[config.mk]
export PLATFORM = sky130hd
export DESIGN_NAME = bbar_remap
export DESIGN_NICKNAME = d
export VERILOG_FILES = /design/src/core/bbar_pkg.sv /design/src/core/bbar_xlate.sv /design/src/core/bbar_remap.sv
export SDC_FILE = /design/constraint.sdc
export NUM_CORES = 1
export LEC_CHECK = 0
export ABC_AREA = 1
export BUFFER_PORTS_ARGS = -buffer_cell sky130_fd_sc_hd__buf_2
export CAP_MARGIN = 5
export CORE_MARGIN = 2
export CORE_UTILIZATION = 45
export DETAILED_ROUTE_END_ITERATION = 7
export PLACE_DENSITY = 0.76
export SYNTH_ARGS = -nofsm -noshare
export SYNTH_HDL_FRONTEND = slang
export SYNTH_HIERARCHICAL = 1
export SYNTH_SLANG_ARGS = --single-unit
[constraint.sdc]
create_clock -name clock -period 1.9 [get_ports clock]
set_input_delay 0.095 -clock clock [delete_from_list [all_inputs] [get_ports clock]]
set_output_delay 0.095 -clock clock [all_outputs]
set_load 0.01 [all_outputs]
[src/core/bbar_pkg.sv]
// Shared constants, types and helpers for the bit-band address remapper.
package bbar_pkg;

  // ************************************************************
  // Address map
  // ************************************************************

  // Base of each 1 MB bit-band region.
  localparam logic [31:0] BBAR_SRAM_BB_BASE = 32'h2000_0000;
  localparam logic [31:0] BBAR_PERI_BB_BASE = 32'h4000_0000;

  // Upper address bits that select each 32 MB alias window.
  localparam int          BBAR_TAG_MSB        = 31;
  localparam int          BBAR_TAG_LSB        = 25;
  localparam logic [6:0]  BBAR_SRAM_ALIAS_TAG = 7'h11;
  localparam logic [6:0]  BBAR_PERI_ALIAS_TAG = 7'h21;

  // Alias address fields: byte offset into the region and bit number.
  localparam int          BBAR_BYTE_OFF_MSB = 24;
  localparam int          BBAR_BYTE_OFF_LSB = 5;
  localparam int          BBAR_BITNUM_MSB   = 4;
  localparam int          BBAR_BITNUM_LSB   = 2;

  // ************************************************************
  // Access sizes and states
  // ************************************************************

  localparam logic [1:0]  BBAR_SIZE_BYTE = 2'h0;
  localparam logic [1:0]  BBAR_SIZE_HALF = 2'h1;
  localparam logic [1:0]  BBAR_SIZE_WORD = 2'h2;

  typedef enum logic [3:0] {
    BBAR_ST_IDLE   = 4'h1,
    BBAR_ST_PASS   = 4'h2,
    BBAR_ST_RMW_RD = 4'h4,
    BBAR_ST_RMW_WR = 4'h8
  } bbar_state_t;

  // Align a byte address down to the natural boundary of the access size.
  function automatic logic [31:0] bbar_align(input logic [31:0] a, input logic [1:0] s);
    logic [31:0] r;
    r = a;
    if (s == BBAR_SIZE_HALF) begin
      r = {a[31:1], 1'h0};
    end else if (s == BBAR_SIZE_WORD) begin
      r = {a[31:2], 2'h0};
    end
    return r;
  endfunction

  // Bit position on the 32-bit data bus for a bit of a byte address.
  // Little-endian: byte lane equals the low two address bits.
  function automatic logic [4:0] bbar_bus_bit(input logic [31:0] a, input logic [2:0] b);
    return {a[1:0], b};
  endfunction

endpackage

[src/core/bbar_xlate.sv]
// Alias window decoder and alias-to-bit-band address translator.
`timescale 1ns/1ns
module bbar_xlate
  import bbar_pkg::*;
(
  input  wire logic [31:0] addr,
  input  wire logic        instr,
  output logic             sram_alias,
  output logic             peri_alias,
  output logic             remap,
  output logic             refuse,
  output logic [31:0]      tgt_addr,
  output logic [4:0]       bus_bit
);

  logic [31:0] base;

  // Window decode; fetches in the SRAM alias pass through, in the peripheral alias refuse.
  always_comb begin
    sram_alias = (addr[BBAR_TAG_MSB:BBAR_TAG_LSB] == BBAR_SRAM_ALIAS_TAG);
    peri_alias = (addr[BBAR_TAG_MSB:BBAR_TAG_LSB] == BBAR_PERI_ALIAS_TAG);
    remap      = (sram_alias || peri_alias) && !instr;
    refuse     = peri_alias && instr;
    base       = sram_alias ? BBAR_SRAM_BB_BASE : BBAR_PERI_BB_BASE;
  end

  // Inverse of word offset = byte offset * 32 + bit * 4.
  always_comb begin
    tgt_addr = base | {12'h000, addr[BBAR_BYTE_OFF_MSB:BBAR_BYTE_OFF_LSB]};
    bus_bit  = bbar_bus_bit(tgt_addr, addr[BBAR_BITNUM_MSB:BBAR_BITNUM_LSB]);
  end

endmodule

[src/core/bbar_remap.sv]
// Top of the bit-band address remapper between bus master and memory slaves.
//
// Operation
// - Each alias word maps to one bit.
// - Both 32 MB alias windows map onto 1 MB regions.
// - Downstream access keeps the alias access size.
// - Direct SRAM bit-band accesses pass as normal.
// - SRAM alias data remapped, fetches passed unchanged.
// - Direct peripheral bit-band accesses pass as normal.
// - Peripheral alias data remapped, fetches refused.
// - Word offset is byte*32 plus bit*4.
// - Alias address inverted to byte and bit.
// - Target bit number ranges zero to seven.
// - Write data bit zero sets target bit.
// - Write data bits 31:1 are ignored.
// - Alias read returns zero or one only.
// - Multi-byte data is little-endian on lanes.
`timescale 1ns/1ns
module bbar_remap
  import bbar_pkg::*;
(
  input  wire logic        clock,
  input  wire logic        reset,
  input  wire logic        up_req,
  input  wire logic [31:0] up_addr,
  input  wire logic        up_write,
  input  wire logic [1:0]  up_size,
  input  wire logic [31:0] up_wdata,
  input  wire logic        up_instr,
  output logic             up_ready,
  output logic             up_ack,
  output logic             up_err,
  output logic [31:0]      up_rdata,
  output logic             dn_req,
  output logic [31:0]      dn_addr,
  output logic             dn_write,
  output logic [1:0]       dn_size,
  output logic [31:0]      dn_wdata,
  output logic             dn_instr,
  input  wire logic        dn_ack,
  input  wire logic        dn_err,
  input  wire logic [31:0] dn_rdata
);

  // ************************************************************
  // State
  // ************************************************************

  typedef struct packed {
    bbar_state_t state;
    logic        up_ready;
    logic        up_ack;
    logic        up_err;
    logic [31:0] up_rdata;
    logic        dn_req;
    logic [31:0] dn_addr;
    logic        dn_write;
    logic [1:0]  dn_size;
    logic [31:0] dn_wdata;
    logic        dn_instr;
    logic        alias_wr;
    logic        wbit;
    logic [4:0]  bus_bit;
  } bbar_regs_t;

  bbar_regs_t r_ff;
  bbar_regs_t nxt_r;

  logic        sram_alias;
  logic        peri_alias;
  logic        remap;
  logic        refuse;
  logic [31:0] tgt_addr;
  logic [4:0]  bus_bit;
  logic        accept;

  bbar_xlate u_xlate (
    .addr       (up_addr),
    .instr      (up_instr),
    .sram_alias (sram_alias),
    .peri_alias (peri_alias),
    .remap      (remap),
    .refuse     (refuse),
    .tgt_addr   (tgt_addr),
    .bus_bit    (bus_bit)
  );

  // A request is taken only while the bridge reports itself ready.
  assign accept = up_req && r_ff.up_ready;

  // ************************************************************
  // Next-state logic
  // ************************************************************

  // One transaction at a time keeps the read-modify-write atomic toward the slave.
  always_comb begin
    nxt_r        = r_ff;
    nxt_r.up_ack = 1'h0;
    nxt_r.up_err = 1'h0;
    unique case (r_ff.state)
      BBAR_ST_IDLE: begin
        if (accept && refuse) begin
          nxt_r.up_ack   = 1'h1;
          nxt_r.up_err   = 1'h1;
          nxt_r.up_rdata = 32'h0000_0000;
        end else if (accept && remap) begin
          nxt_r.state    = BBAR_ST_RMW_RD;
          nxt_r.dn_req   = 1'h1;
          nxt_r.dn_addr  = bbar_align(tgt_addr, up_size);
          nxt_r.dn_write = 1'h0;
          nxt_r.dn_size  = up_size;
          nxt_r.dn_wdata = 32'h0000_0000;
          nxt_r.dn_instr = 1'h0;
          nxt_r.alias_wr = up_write;
          nxt_r.wbit     = up_wdata[0];
          nxt_r.bus_bit  = bus_bit;
        end else if (accept) begin
          nxt_r.state    = BBAR_ST_PASS;
          nxt_r.dn_req   = 1'h1;
          nxt_r.dn_addr  = up_addr;
          nxt_r.dn_write = up_write;
          nxt_r.dn_size  = up_size;
          nxt_r.dn_wdata = up_wdata;
          nxt_r.dn_instr = up_instr;
        end
      end
      BBAR_ST_PASS: begin
        if (dn_ack) begin
          nxt_r.state    = BBAR_ST_IDLE;
          nxt_r.dn_req   = 1'h0;
          nxt_r.up_ack   = 1'h1;
          nxt_r.up_err   = dn_err;
          nxt_r.up_rdata = dn_rdata;
        end
      end
      BBAR_ST_RMW_RD: begin
        if (dn_ack && !dn_err && r_ff.alias_wr) begin
          // Keep every other bit of the read data, replace only the target bit.
          nxt_r.state    = BBAR_ST_RMW_WR;
          nxt_r.dn_write = 1'h1;
          nxt_r.dn_wdata = dn_rdata;
          nxt_r.dn_wdata[r_ff.bus_bit] = r_ff.wbit;
        end else if (dn_ack) begin
          nxt_r.state    = BBAR_ST_IDLE;
          nxt_r.dn_req   = 1'h0;
          nxt_r.up_ack   = 1'h1;
          nxt_r.up_err   = dn_err;
          nxt_r.up_rdata = {31'h0000_0000, dn_rdata[r_ff.bus_bit] && !dn_err};
        end
      end
      BBAR_ST_RMW_WR: begin
        if (dn_ack) begin
          nxt_r.state    = BBAR_ST_IDLE;
          nxt_r.dn_req   = 1'h0;
          nxt_r.up_ack   = 1'h1;
          nxt_r.up_err   = dn_err;
          nxt_r.up_rdata = 32'h0000_0000;
        end
      end
    endcase
    nxt_r.up_ready = (nxt_r.state == BBAR_ST_IDLE);
  end

  // ************************************************************
  // Registers
  // ************************************************************

  // Synchronous reset to an idle, ready bridge with nothing on the downstream bus.
  always_ff @(posedge clock) begin
    if (reset) begin
      r_ff          <= '0;
      r_ff.state    <= BBAR_ST_IDLE;
      r_ff.up_ready <= 1'h1;
    end else begin
      r_ff <= nxt_r;
    end
  end

  assign up_ready = r_ff.up_ready;
  assign up_ack   = r_ff.up_ack;
  assign up_err   = r_ff.up_err;
  assign up_rdata = r_ff.up_rdata;
  assign dn_req   = r_ff.dn_req;
  assign dn_addr  = r_ff.dn_addr;
  assign dn_write = r_ff.dn_write;
  assign dn_size  = r_ff.dn_size;
  assign dn_wdata = r_ff.dn_wdata;
  assign dn_instr = r_ff.dn_instr;

  // ************************************************************
  // Assertions
  // ************************************************************

  // A refused fetch answers with an error on the next edge and never reaches the slave.
  property p_fetch_refused;
    @(posedge clock) disable iff (reset)
      accept && up_instr && peri_alias |=> up_ack && up_err && !dn_req;
  endproperty
  a_fetch_refused: assert property (p_fetch_refused) else $error("peri fetch not refused");

  // An alias access starts with a read of the same size at the translated byte address aligned down to that size.
  property p_alias_read_first;
    @(posedge clock) disable iff (reset)
      accept && remap |=> dn_req && !dn_write && dn_size == $past(up_size)
        && dn_addr == bbar_align($past(tgt_addr), $past(up_size));
  endproperty
  a_alias_read_first: assert property (p_alias_read_first) else $error("bad alias read");

  // Explicit translation check for the SRAM window.
  property p_sram_xlate;
    @(posedge clock) disable iff (reset)
      accept && sram_alias && !up_instr |=> dn_addr[31:20] == 12'h200
        && dn_addr[19:2] == $past(up_addr[24:7]);
  endproperty
  a_sram_xlate: assert property (p_sram_xlate) else $error("bad sram translation");

  // Accesses outside the alias windows go out unchanged.
  property p_pass_through;
    @(posedge clock) disable iff (reset)
      accept && !remap && !refuse |=> dn_req && dn_addr == $past(up_addr)
        && dn_write == $past(up_write) && dn_size == $past(up_size)
        && dn_wdata == $past(up_wdata) && dn_instr == $past(up_instr);
  endproperty
  a_pass_through: assert property (p_pass_through) else $error("pass-through altered");

  // An alias write rewrites the read data with only the target bit taken from bit zero.
  property p_rmw_write;
    @(posedge clock) disable iff (reset)
      r_ff.state == BBAR_ST_RMW_RD && dn_ack && !dn_err && r_ff.alias_wr |=> dn_write
        && dn_wdata[r_ff.bus_bit] == r_ff.wbit
        && ((dn_wdata ^ $past(dn_rdata)) & ~(32'h0000_0001 << r_ff.bus_bit)) == 32'h0;
  endproperty
  a_rmw_write: assert property (p_rmw_write) else $error("bad modify-write data");

  // The stored write bit depends only on data bit zero.
  property p_wbit_src;
    @(posedge clock) disable iff (reset)
      accept && remap && up_write |=> r_ff.wbit == $past(up_wdata[0]);
  endproperty
  a_wbit_src: assert property (p_wbit_src) else $error("write bit not from bit 0");

  // An alias read returns the single target bit with upper bits zero.
  property p_alias_read_data;
    @(posedge clock) disable iff (reset)
      r_ff.state == BBAR_ST_RMW_RD && dn_ack && !dn_err && !r_ff.alias_wr |=> up_ack
        && up_rdata[31:1] == 31'h0 && up_rdata[0] == $past(dn_rdata[r_ff.bus_bit]);
  endproperty
  a_alias_read_data: assert property (p_alias_read_data) else $error("bad alias read data");

  // The target bit sits in the lane of its byte address.
  property p_lane;
    @(posedge clock) disable iff (reset)
      accept && remap |=> r_ff.bus_bit[4:3] == $past(tgt_addr[1:0])
        && r_ff.bus_bit[2:0] == $past(up_addr[4:2]);
  endproperty
  a_lane: assert property (p_lane) else $error("bad byte lane");

  // A completed write cycle returns to ready in one edge.
  property p_wr_done;
    @(posedge clock) disable iff (reset)
      r_ff.state == BBAR_ST_RMW_WR && dn_ack |=> up_ack && up_ready && !dn_req;
  endproperty
  a_wr_done: assert property (p_wr_done) else $error("write phase did not finish");

endmodule

==> results.md, run 1 <==
- The run finished with clean final reports.
- The arrival time of the worst setup path is 2080 ps.
- The average via count per standard cell is 5.20.
- Yosys printed 6 warnings.
- The first global-routing pass estimated 32.5 mm of wire.
- The most critical setup path has its startpoint at up_addr[31].
- The worst hold margin is 58.9 ps.
- The count of port buffers added during placement is 208.
- On the critical path the largest part of the delay comes from buffers and inverters.
- The start point of the worst hold path is up_write.
- The final weighted congestion of routability-driven global placement is 0.900.
- In this run, CTS created clock tree buffers numbering 17.
- The multi-input combinational cells in the finished layout cover a total of 2930 um2.
- The clock passes through at most 2 buffers.
- Counting both buffers and inverters, the worst setup path holds a total of 5.
- The data required time at the worst endpoint is 2190 ps.
- The number of placed instances, taps included, is 1217.
- The die is 125 um tall.
- The sum of net half-perimeters after detailed placement is 13.5 mm.
- In this run the mean area of a mapped cell was 6.77 um2.
- The worst pin sits at a relative slew slack of 60.8%.
- The maximum vdd drop is 0.573 mV.
- In the final design database the tool counted 1258 nets.
- The maximum level of the CTS H-tree is 4.
- After detailed routing, the number of remaining DRC violations is 0.
- Across the routed clock network, the largest skew measured is 11.4 ps.
- After floorplanning, the core was divided into 44 placement rows.
- The root cell of the clock tree is sky130_fd_sc_hd__clkbuf_16.
- The class of the most critical hold timing path is in2reg.
- The count of nets left with antenna violations once routing finished came out at 0.
- At the later pin of the worst-skew pair, clock insertion delay measures 410 ps.
- The total number of vias is 7013.
- The worst setup path is of the in2reg kind.
- The area of the die is 15700 um2.
- After floorplanning, the core was sized to cover 14500 um2.
- After clock tree synthesis, the clock-pin slew on the worst setup and hold paths is 60 ps.
- The number of DRC markers in iteration 0 is 395.
- The initial antenna violation count was 1.
- The final clock period utilization by the worst path is 94.1%.
- The final number of hold-violating endpoints came to 0.
- The finished layout holds 1349 standard cells, fillers aside.
- The cell area after technology mapping is 6630 um2.
- Setup repair after global routing left no endpoint under its margin.
- The reg-to-reg critical path startpoint is r_ff[114].
- The fmax is 559 MHz.
- Cells with a size suffix above 1 make up 25.1% of the layout.
- The post-route minimum period is 1790 ps.
- Across the run, the number of max-cap violations was 0.
- In this run the worst path has a maximum fanout of 33.
- On the critical path, the stage with the largest delay is an instance of sky130_fd_sc_hd__dlygate4sd3_1.
- The sort of element at the end of the critical path is a register.
- For the pin with the worst max-slew slack, the measured transition is 584 ps.
- Summed over all failing endpoints, the final setup total negative slack is 0 ps.
- The number of setup buffers added after CTS is 0.
- The clock tree from TritonCTS is done.
- The layout has 1294 filler cells.
- Dividing the detail-routed wire length by the instance count gives 15.4 um.
- In this run the number of cells on the critical path is 13.
- On the worst path, the slowest cell contributes a delay of 550 ps.
- The number of failing setup endpoints in the final timing report is 0.
- Counting instances, the worst hold path has a depth of 3.
- The pin count of the biggest net entering global routing is 70.
- Summing all flip-flop and latch instances after layout gives 2300 um2.
- The sink count of the clock tree is 115.
- The die boundary width is 125 um.
- The leakage power is 0.00402 uW.
- Global routing used 25.6% of the available tracks across all layers.
- The total overflow left after global routing is 0.
- Dividing total power by cell area gives a power density of 850 nW/um2.
- The count of TritonRoute iterations in the first routing pass is 6.
- During I/O placement, the number of pins put on the boundary was 209.
- The synthesis-to-finish area growth is 29.1%.
- The number of antenna diodes in the final layout is 0.
- The signal on the critical path passes through dlygate4sd3_1 > buf_2 > nor2_1 > nand2_2 > nor2_2 > nor2_2 > inv_2 > nor2_4 > nor2_1 > inv_2 > buf_12 > o21ai_0 > a31oi_1.
- Synthesis produced a netlist whose cell count is 980.
- The routed design has 20.8 mm of wire.
- The worst register-to-register path has a depth of 9.
- The max-slew violation count is 0.
- Once the floorplan was initialized, standard cells occupied 45.8% of the core.
- The kind of launch point of the worst setup path is an input pin.
- The via count of the first global-routing pass is 6630.
==> registers in the layout, indices dropped and copies added (netlist names) <==
register	flops
up_ready	1
dn_req	1
dn_write	1
r_ff	11
up_err	1
up_ack	1
dn_size	2
dn_wdata	32
dn_addr	32
dn_instr	1
up_rdata	32
==> routing by layer <==
layer  routed length, um  vias up  part of all wire, %  track usage, %
met5                  13        -                0.062               0
met1                8120     3188                   39            28.6
met4                 731        2                  3.5            11.6
met2               10500      324                   50            46.0
met3                1460       60                  7.0            6.29
li1                    -     3439                    -               -
==> worst paths after layout <==
path,endpoint,slack (ps)
setup reg to reg,up_rdata[7],200
setup / recovery,dn_wdata[19],110
hold / removal,r_ff[6],60
hold reg to reg,up_rdata[30],460
==> worst reg2reg max path, stage by stage (launching register included) <==
cell and delay, ps:
sky130_fd_sc_hd__dfxtp_1 340, sky130_fd_sc_hd__nor2_1 150, sky130_fd_sc_hd__nand3_1 140, sky130_fd_sc_hd__buf_4 170, sky130_fd_sc_hd__inv_1 40, sky130_fd_sc_hd__nand2_1 60, sky130_fd_sc_hd__inv_1 60, sky130_fd_sc_hd__buf_4 300
sky130_fd_sc_hd__nand2_1 130, sky130_fd_sc_hd__a21oi_1 230
==> area by class of cell <==
| class | count | share of cell area [%] |
|---|---|---|
| multi-input cells | 637 | 34.2 |
| repair buffers | 336 | 26.9 |
| flip-flops and latches | 115 | 26.9 |
| clock buffers | 19 | 5.17 |
| well taps | 184 | 2.69 |
| clock inverters | 12 | 2.12 |
| inverters | 46 | 2.02 |
==> placed cells by master (no fill, tap or decap), drive strengths merged <==
cell type / instances
nand2: 302
o22ai: 1
nand4: 1
conb: 10
nor2: 37
clkinv: 4
a31oi: 62
o21ai: 113
a22oi: 1
nor3: 8
a21oi: 51
o211ai: 7
clkbuf: 20
inv: 46
bufinv: 4
buf: 235
dfxtp: 115
clkinvlp: 4
and2: 1
a211oi: 1
o211a: 1
dlygate4sd3: 100
nand3: 41
==> timing repair <==
item / in CTS / in global routing
hold endpoints to repair: 99 / 0
endpoints found under the setup margin: 0 / 36
resized for setup: 0 / 5
hold buffers: 100 / 0
==> stage by stage <==
stage	setup slack, ps	utilization [%]	power (uW)	area [um2]
after floorplan	447	-	3570	6670
after global placement	118	47.7	3740	6900
after detailed placement	64.6	47.7	3750	6900
after CTS	12.7	58.9	7280	8530
after global routing	15.0	59.1	7590	8560
final	112	59.1	7280	8560
==> power by group <==
| part | internal, uW | leakage (uW) | total (uW) | switching [uW] |
|---|---|---|---|---|
| clock | 2220 | 0.000292 | 3370 | 1140 |
| combinational | 547 | 0.00279 | 1210 | 667 |
| sequential | 2600 | 0.000939 | 2700 | 98.5 |
| total | 5370 | 0.00402 | 7280 | 1910 |
No activity file was read; power rests on OpenSTA's default activity.
==> run 2: changes to the inputs <==
- clock period: 1.9 -> 1.95 ns (I/O delays scaled with it)
==> run 2 against run 1 <==
- setup slack better by 12 ps
- critical path depth grew 2
- sequential share of layout area rose by 0.27 points
- first-iteration DRC count up 6.6%
- global-route usage grew 0.18 points
- critical path type unchanged
==> results.md, run 2 (synthesis gave the netlist of run 1 again) <==
- The initial antenna violation count is 0 (-1).
- The post-detailed-route wirelength per cell is 15.6 um (+0.89%).
- The count of TritonRoute iterations in the first routing pass is 5 (-1).
- The clock buffer count from CTS came to 17 (unchanged).
- The power density over the cells is 831 nW/um2 (-2.2%).
- The critical-path maximum fanout was 33 (unchanged).
- The via count of the first global-routing pass was 6652 (+0.33%).
- The cell sitting at the root of the clock tree is a sky130_fd_sc_hd__clkbuf_16.
- The clock latency of the later-clocked register in the worst-skew pair is 410 ps (about the same).
- The data required time at the worst endpoint came to 2280 ps (+90 ps).
- The switching fraction of total power is 27.4% (+1.2 points).
- The count of port buffers added during placement is 208 (unchanged).
- The number of routed nets with antenna violations is 0 (unchanged).
- The clock tree from TritonCTS is done.
- The fraction of layout instances using a drive strength above 1 is 25.1% (about the same).
- The sort of element at the end of the critical path is a register.
- The proportion of power drawn by flip-flops and latches is 37.3% (+0.2 points).
- The power dissipated by switching net loads is 1930 uW (+1.1%).
- The min-delay analysis places its worst path in the category in2reg.
- The initial core utilization is 45.8% (unchanged).
- Leaving out fill and tap cells, the most frequent cell in the layout is sky130_fd_sc_hd__nand2_1.
- The actual transition at the worst max-transition pin is 598 ps (+13.9 ps).
- The sink count of the clock tree was 115 (unchanged).
- The net count of the finished layout is 1249 (-0.72%).
- The total negative slack is 0 ps (unchanged).
- The pin count of the biggest net entering global routing is 70 (unchanged).
- The top cell types in the final layout, fill and taps aside, are sky130_fd_sc_hd__nand2_1, sky130_fd_sc_hd__buf_2, sky130_fd_sc_hd__dfxtp_1, sky130_fd_sc_hd__o21ai_0, sky130_fd_sc_hd__dlygate4sd3_1.
- The final core utilization is 58.6% (-0.59 points).
- The die height is 125 um (unchanged).
- The wire length of the first global-routing pass is 32.9 mm (+1.3%).
- The kind of critical path is in2reg.
- The overall routing resource usage is 25.8% (+0.18 points).
- Among the stages of the critical path, the cell type that occurs most often is sky130_fd_sc_hd__nor2_4.
- The internal power is 5120 uW (-4.7%).
- The relative slew slack came to 59.8% (-0.94 points).
- Derived from the worst setup path, the maximum achievable clock frequency is 547 MHz.
- The final weighted congestion of routability-driven global placement is 0.970 (+7.7%).
- The sum of net half-perimeters after detailed placement came to 13.4 mm (-0.83%).
- The maximum level of the CTS H-tree was 4 (unchanged).
- The number of placement rows is 44 (unchanged).
- The arrival time of the worst setup path is 2160 ps (+80 ps).
- Traced cell by cell, the critical path runs through dlygate4sd3_1 > buf_2 > inv_1 > nand2_2 > nor2_4 > nand2_2 > nor2_4 > nor2_2 > inv_2 > nor2_4 > nor2_1 > inv_2 > buf_12 > o21ai_1 > a31oi_1.
- The slowest stage of the critical path belongs to the cell sky130_fd_sc_hd__dlygate4sd3_1.
- The number of DRC markers in iteration 0 is 421 (+6.6%).
- The max-capacitance violation count is 0 (unchanged).
- The leakage power is 0.00398 uW (-1.1%).
- The die boundary width was 125 um (unchanged).
- The power share of the combinational group was 16.8% (about the same).
- The flow ran to the end, and the final reports show no timing, DRC or antenna violations.
- The clock edge transition at the registers on the reported setup and hold paths was 60 ps (about the same).
- The final clock period utilization by the worst path is 93.7%.
- Setup repair after global routing left no endpoint under its margin.
- The number of setup buffers added after CTS is 0 (unchanged).
- The area of the core region came to 14500 um2 (unchanged).
- The share of power burned in the clock network was 45.9% (-0.3 points).
- The final worst clock skew is 11.1 ps (-0.363 ps).
- The sum of overflow across all layers after global routing is 0 (unchanged).
- The area of the die is 15700 um2 (unchanged).
- The maximum vdd drop is 0.564 mV (-1.7%).
- The synthesis-to-finish area growth is 27.8%.
- The maximum clock insertion buffer count came to 2 (unchanged).
- The number of failing setup endpoints in the final timing report came to 0 (unchanged).
- The final number of hold-violating endpoints came to 0 (unchanged).
- STA classifies the critical path startpoint as an input pin.
- The total number of vias was 7071 (+0.83%).
- The diode insertion count for antenna repair is 0 (unchanged).
- The max-slew violation count came to 0 (unchanged).
- The count of unresolved DRC violations after routing is 0 (unchanged).
- The routed design could run at a clock period as short as 1830 ps.
- The longest individual stage delay on the worst path came to 530 ps (-20 ps).
- The I/O pin count is 209 (unchanged).
- The aggregate routed wire length was 20.9 mm (+0.29%).
- The average via count per standard cell is 5.27 (+1.4%).
[run 2: changes by cell type in the layout (fill, tap and decap cells not counted), moves of 2 or more]
| cell | previous run | this run |
|---|---|---|
| sky130_fd_sc_hd__buf_4 | 24 | 20 |
| sky130_fd_sc_hd__dlygate4sd3_1 | 100 | 95 |
| sky130_fd_sc_hd__inv_6 | 1 | 4 |
| sky130_fd_sc_hd__nor2_4 | 2 | 4 |
| sky130_fd_sc_hd__o21ai_0 | 97 | 95 |
| sky130_fd_sc_hd__o21ai_1 | 16 | 18 |
[run 2: what timing repair did]
| item | 4_1_cts | 5_1_grt |
|---|---|---|
| hold endpoints to repair | 96 | 0 |
| hold buffers | 95 | 0 |
| endpoints found under the setup margin | 0 | 67 |
| resized for setup | 0 | 8 |
[run 2: final timing paths]
path | startpoint | slack, ps | to | depth (start not counted)
max | up_addr[27] | 120 | dn_wdata[22] | 15
min | dn_ack | 20 | up_err | 3
max reg2reg | up_ready | 260 | dn_wdata[22] | 9
min reg2reg | up_rdata[9] | 460 | up_rdata[9] | 2
[run 2: per-layer routing]
metal / GRT usage, % / routed length, um
met5: 0 / 0
met4: 13.7 / 843
met3: 6.29 / 1360
met2: 45.3 / 10600
met1: 28.9 / 8100
[run 2: through the flow]
| step | power [uW] | instance area, um2 | hold slack [ps] | setup slack, ps | instances |
|---|---|---|---|---|---|
| 6_report | 7050 | 8480 | 16.8 | 123 | 1341 |
| 5_1_grt | 7350 | 8480 | 15.2 | 20.3 | 1341 |
| 4_1_cts | 7050 | 8440 | 1.20 | 66.4 | 1340 |
| 3_5_place_dp | 3660 | 6870 | 372 | 218 | 1213 |
| 3_3_place_gp | 3640 | 6870 | 368 | 249 | 1213 |
| 2_1_floorplan | 3480 | 6670 | 232 | 497 | 989 |
[run 2: worst max-delay path, delay by kind of cell]
family | cells | cell delay [ps]
and+or+nand+nor | 7 | 660
buffers and inverters | 6 | 1100
AOI/OAI and AO/OA | 2 | 270
[run 2: area by class of cell]
class	count	area, um2
clock buffer	18	439
clock inverter	14	175
fill	1308	6000
inverter	46	173
multi-input combinational	637	2930
sequential	115	2300
tap	184	230
timing repair buffer	327	2230
[run 2: power by group through the flow]
stage                     logic (uW)  clock network, uW  registers, uW
after floorplan                  825                  0           2650
after global placement           974                  0           2670
after detailed placement         986                  0           2670
after CTS                       1140               3280           2630
after global routing            1290               3410           2650
final                           1180               3240           2630
==> run 3: changes to the inputs <==
- CORE_UTILIZATION: 45 -> 52
- PLACE_DENSITY: 0.76 -> 0.85
==> run 3 against run 2 <==
- highest routed layer unchanged
- sequential power hardly changed
- setup slack got worse by 15 ps
- critical path type unchanged
- count of clock-buffer cells in the layout increased by 2
- critical path depth decreased by 4
- wire length increased by 2.3%
==> results.md, run 3 (synthesis gave the netlist of run 1 again) <==
- The number of placement rows is 41 (-6.8%).
- The synthesis-to-finish area growth is 27.5%.
- The max-slew violation count is 0 (unchanged).
- The signal on the critical path passes through dlygate4sd3_1 > buf_2 > inv_1 > nor2_1 > buf_4 > nor2_2 > inv_2 > nor2_4 > buf_6 > o21ai_0 > a31oi_1.
- The sink count of the clock tree was 115 (unchanged).
- The die height is 117 um (-6.8%).
- The setup slack at placement came to -128 ps (-346 ps).
- The die boundary width is 117 um (-6.8%).
- The net count of the finished layout is 1254 (+0.40%).
- The count of TritonRoute iterations in the first routing pass is 5 (unchanged).
- The number of routed nets with antenna violations is 0 (unchanged).
- The wire length of the first global-routing pass was 31.9 mm (-3.0%).
- The initial core utilization came to 53.0% (+7.2 points).
- The worst hold margin was 22.0 ps (+5.13 ps).
- The average via count per standard cell is 5.37 (+1.8%).
- The start point of the worst hold path is dn_ack.
- The final core utilization came to 67.5% (+9.0 points).
- The reg-to-reg setup timing slack is 180 ps (-80 ps).
- The relative slew slack is 56.9% (-2.9 points).
- The clock tree from TritonCTS is done.
- The I/O pin count is 209 (unchanged).
- Setup repair after global routing left no endpoint under its margin.
- The worst setup path is launched from an input pin.
- The number of fillers in the final layout is 1007 (-23%).
- The maximum vdd drop was 0.573 mV (+1.6%).
- The pin count of the biggest net entering global routing is 80 (+14%).
- The count of port buffers added during placement is 208 (unchanged).
- The post-detailed-route wirelength per cell is 16.0 um (+2.8%).
- The via count of the first global-routing pass came to 6714 (+0.93%).
- The count of unresolved DRC violations after routing is 0 (unchanged).
- The final clock period utilization by the worst path is 94.4% (+0.78 points).
- The clock edge transition at the registers on the reported setup and hold paths came to 50 ps (about the same).
- In this run the critical register-to-register path is launched from up_ready.
- The critical path is of the in2reg type.
- The fmax was 543 MHz (-0.82%).
- The max-capacitance violation count came to 0 (unchanged).
- The placed instance area was 6860 um2 (-0.18%).
- The leakage power is 0.00398 uW (about the same).
- The number of failing setup endpoints in the final timing report was 0 (unchanged).
- The worst setup path is captured at a register.
- The startpoint of the worst setup timing path is up_instr.
- The area of the die is 13700 um2 (-13%).
- The maximum clock insertion buffer count is 2 (unchanged).
- The run finished with clean final reports.
- The area of the core region came to 12500 um2 (-14%).
- The top cell types in the final layout, fill and taps aside, are sky130_fd_sc_hd__nand2_1, sky130_fd_sc_hd__buf_2, sky130_fd_sc_hd__dfxtp_1, sky130_fd_sc_hd__o21ai_0, sky130_fd_sc_hd__dlygate4sd3_1.
- The critical-path maximum fanout came to 69 (+110%).
- The root cell of the clock tree is sky130_fd_sc_hd__clkbuf_16.
- The standard cell with the maximum stage delay on the critical path is sky130_fd_sc_hd__dlygate4sd3_1.
- The worst hold path belongs to the class in2reg.
- The aggregate routed wire length is 21.3 mm (+2.3%).
- The worst reg2reg path depth is 6 (-3).
- The clock buffer count from CTS is 17 (unchanged).
- The number of DRC markers in iteration 0 was 739 (+76%).
- The critical path ends at dn_addr[11].
- The final weighted congestion of routability-driven global placement is 0.950 (-2.1%).
- The maximum level of the CTS H-tree is 4 (unchanged).
- The arrival time of the worst setup path came to 2170 ps (about the same).
- The final standard cell count with taps included and fillers excluded is 1334 (-0.52%).
- The placed cell count was 1203 (-0.82%).
- The overall routing resource usage is 30.1% (+4.3 points).
- The actual transition at the worst max-transition pin is 645 ps (+47.1 ps).
- The fraction of layout instances using a drive strength above 1 is 24.8% (-0.26 points).
- The setup slack after layout was 108 ps (-15.1 ps).
- The sum of overflow across all layers after global routing is 0 (unchanged).
- The post-route minimum period was 1840 ps (+15.1 ps).
- The initial antenna violation count is 0 (unchanged).
- The clock latency of the later-clocked register in the worst-skew pair is 410 ps (about the same).
- The library cell used most frequently in the layout, excluding fill and tap cells, is sky130_fd_sc_hd__nand2_1.
- The power density over the cells is 802 nW/um2 (-3.5%).
- The final number of hold-violating endpoints was 0 (unchanged).
- The total number of vias was 7164 (+1.3%).
- The sum of net half-perimeters after detailed placement is 13.1 mm (-1.8%).
- The longest individual stage delay on the worst path was 540 ps (about the same).
- The endpoint identified for the worst register-to-register timing path is dn_wdata[23].
- The final instance area came to 8450 um2 (-0.31%).
- The final worst clock skew is 7.40 ps (-3.66 ps).
- The data required time at the worst endpoint is 2280 ps (about the same).
## run 3: final cells by class
cell class / count / area, um2 / share of cell area [%]
Timing Repair Buffer: 332 / 2270 / 26.9
Clock buffer: 20 / 447 / 5.28
Sequential cell: 115 / 2300 / 27.2
Clock inverter: 11 / 113 / 1.33
Inverter: 46 / 173 / 2.04
Tap cell: 172 / 215 / 2.55
Multi-Input combinational cell: 637 / 2930 / 34.7
Antenna cell: 1 / 2.50 / 0.0296
## run 3: power by group
group / total, uW / switching (uW) / internal (uW)
Combinational: 1180 / 659 / 524
Clock: 2970 / 1080 / 1890
Sequential: 2630 / 95.4 / 2540
Total: 6780 / 1830 / 4950
## run 3: worst min path at each step
| stage | cells past startpoint | slack (ps) | endpoint |
|---|---|---|---|
| final | 3 | 20 | up_err |
| after CTS | 3 | 1 | up_err |
| after global placement | 3 | 370 | dn_addr[0] |
| after global routing | 3 | 20 | up_err |
| after detailed placement | 3 | 370 | up_rdata[20] |
| after floorplan | 2 | 230 | dn_size[0] |
## run 3: critical path, delay by kind of cell
family | cells | cell delay, ps
AO/OA/AOI/OAI | 2 | 360
buffers and inverters | 6 | 1340
AND/OR/NAND/NOR | 3 | 360
## run 3: per-layer routing
layer	GRT usage, %	share of wire, %	up-vias
met5	0	0	-
met4	14.1	3.6	0
met3	7.78	7.3	76
met2	54.6	51	412
met1	32.8	38	3251
li1	-	-	3425
## run 3: timing repair
item | 4_1_cts | 5_1_grt
buffers inserted | 0 | 0
endpoints found under the setup margin | 1 | 69
hold buffers | 98 | 0
pin swaps | 0 | 0
gates resized for setup | 1 | 5
hold endpoints to repair | 100 | 0
cloned | 0 | 1
## run 3: through the flow
| step | TNS (ps) | power (uW) |
|---|---|---|
| 2_1_floorplan | 0 | 3480 |
| 4_1_cts | 0 | 6740 |
| 5_1_grt | 0 | 7060 |
| 3_3_place_gp | -385 | 3620 |
| 6_report | 0 | 6780 |
| 3_5_place_dp | -733 | 3640 |
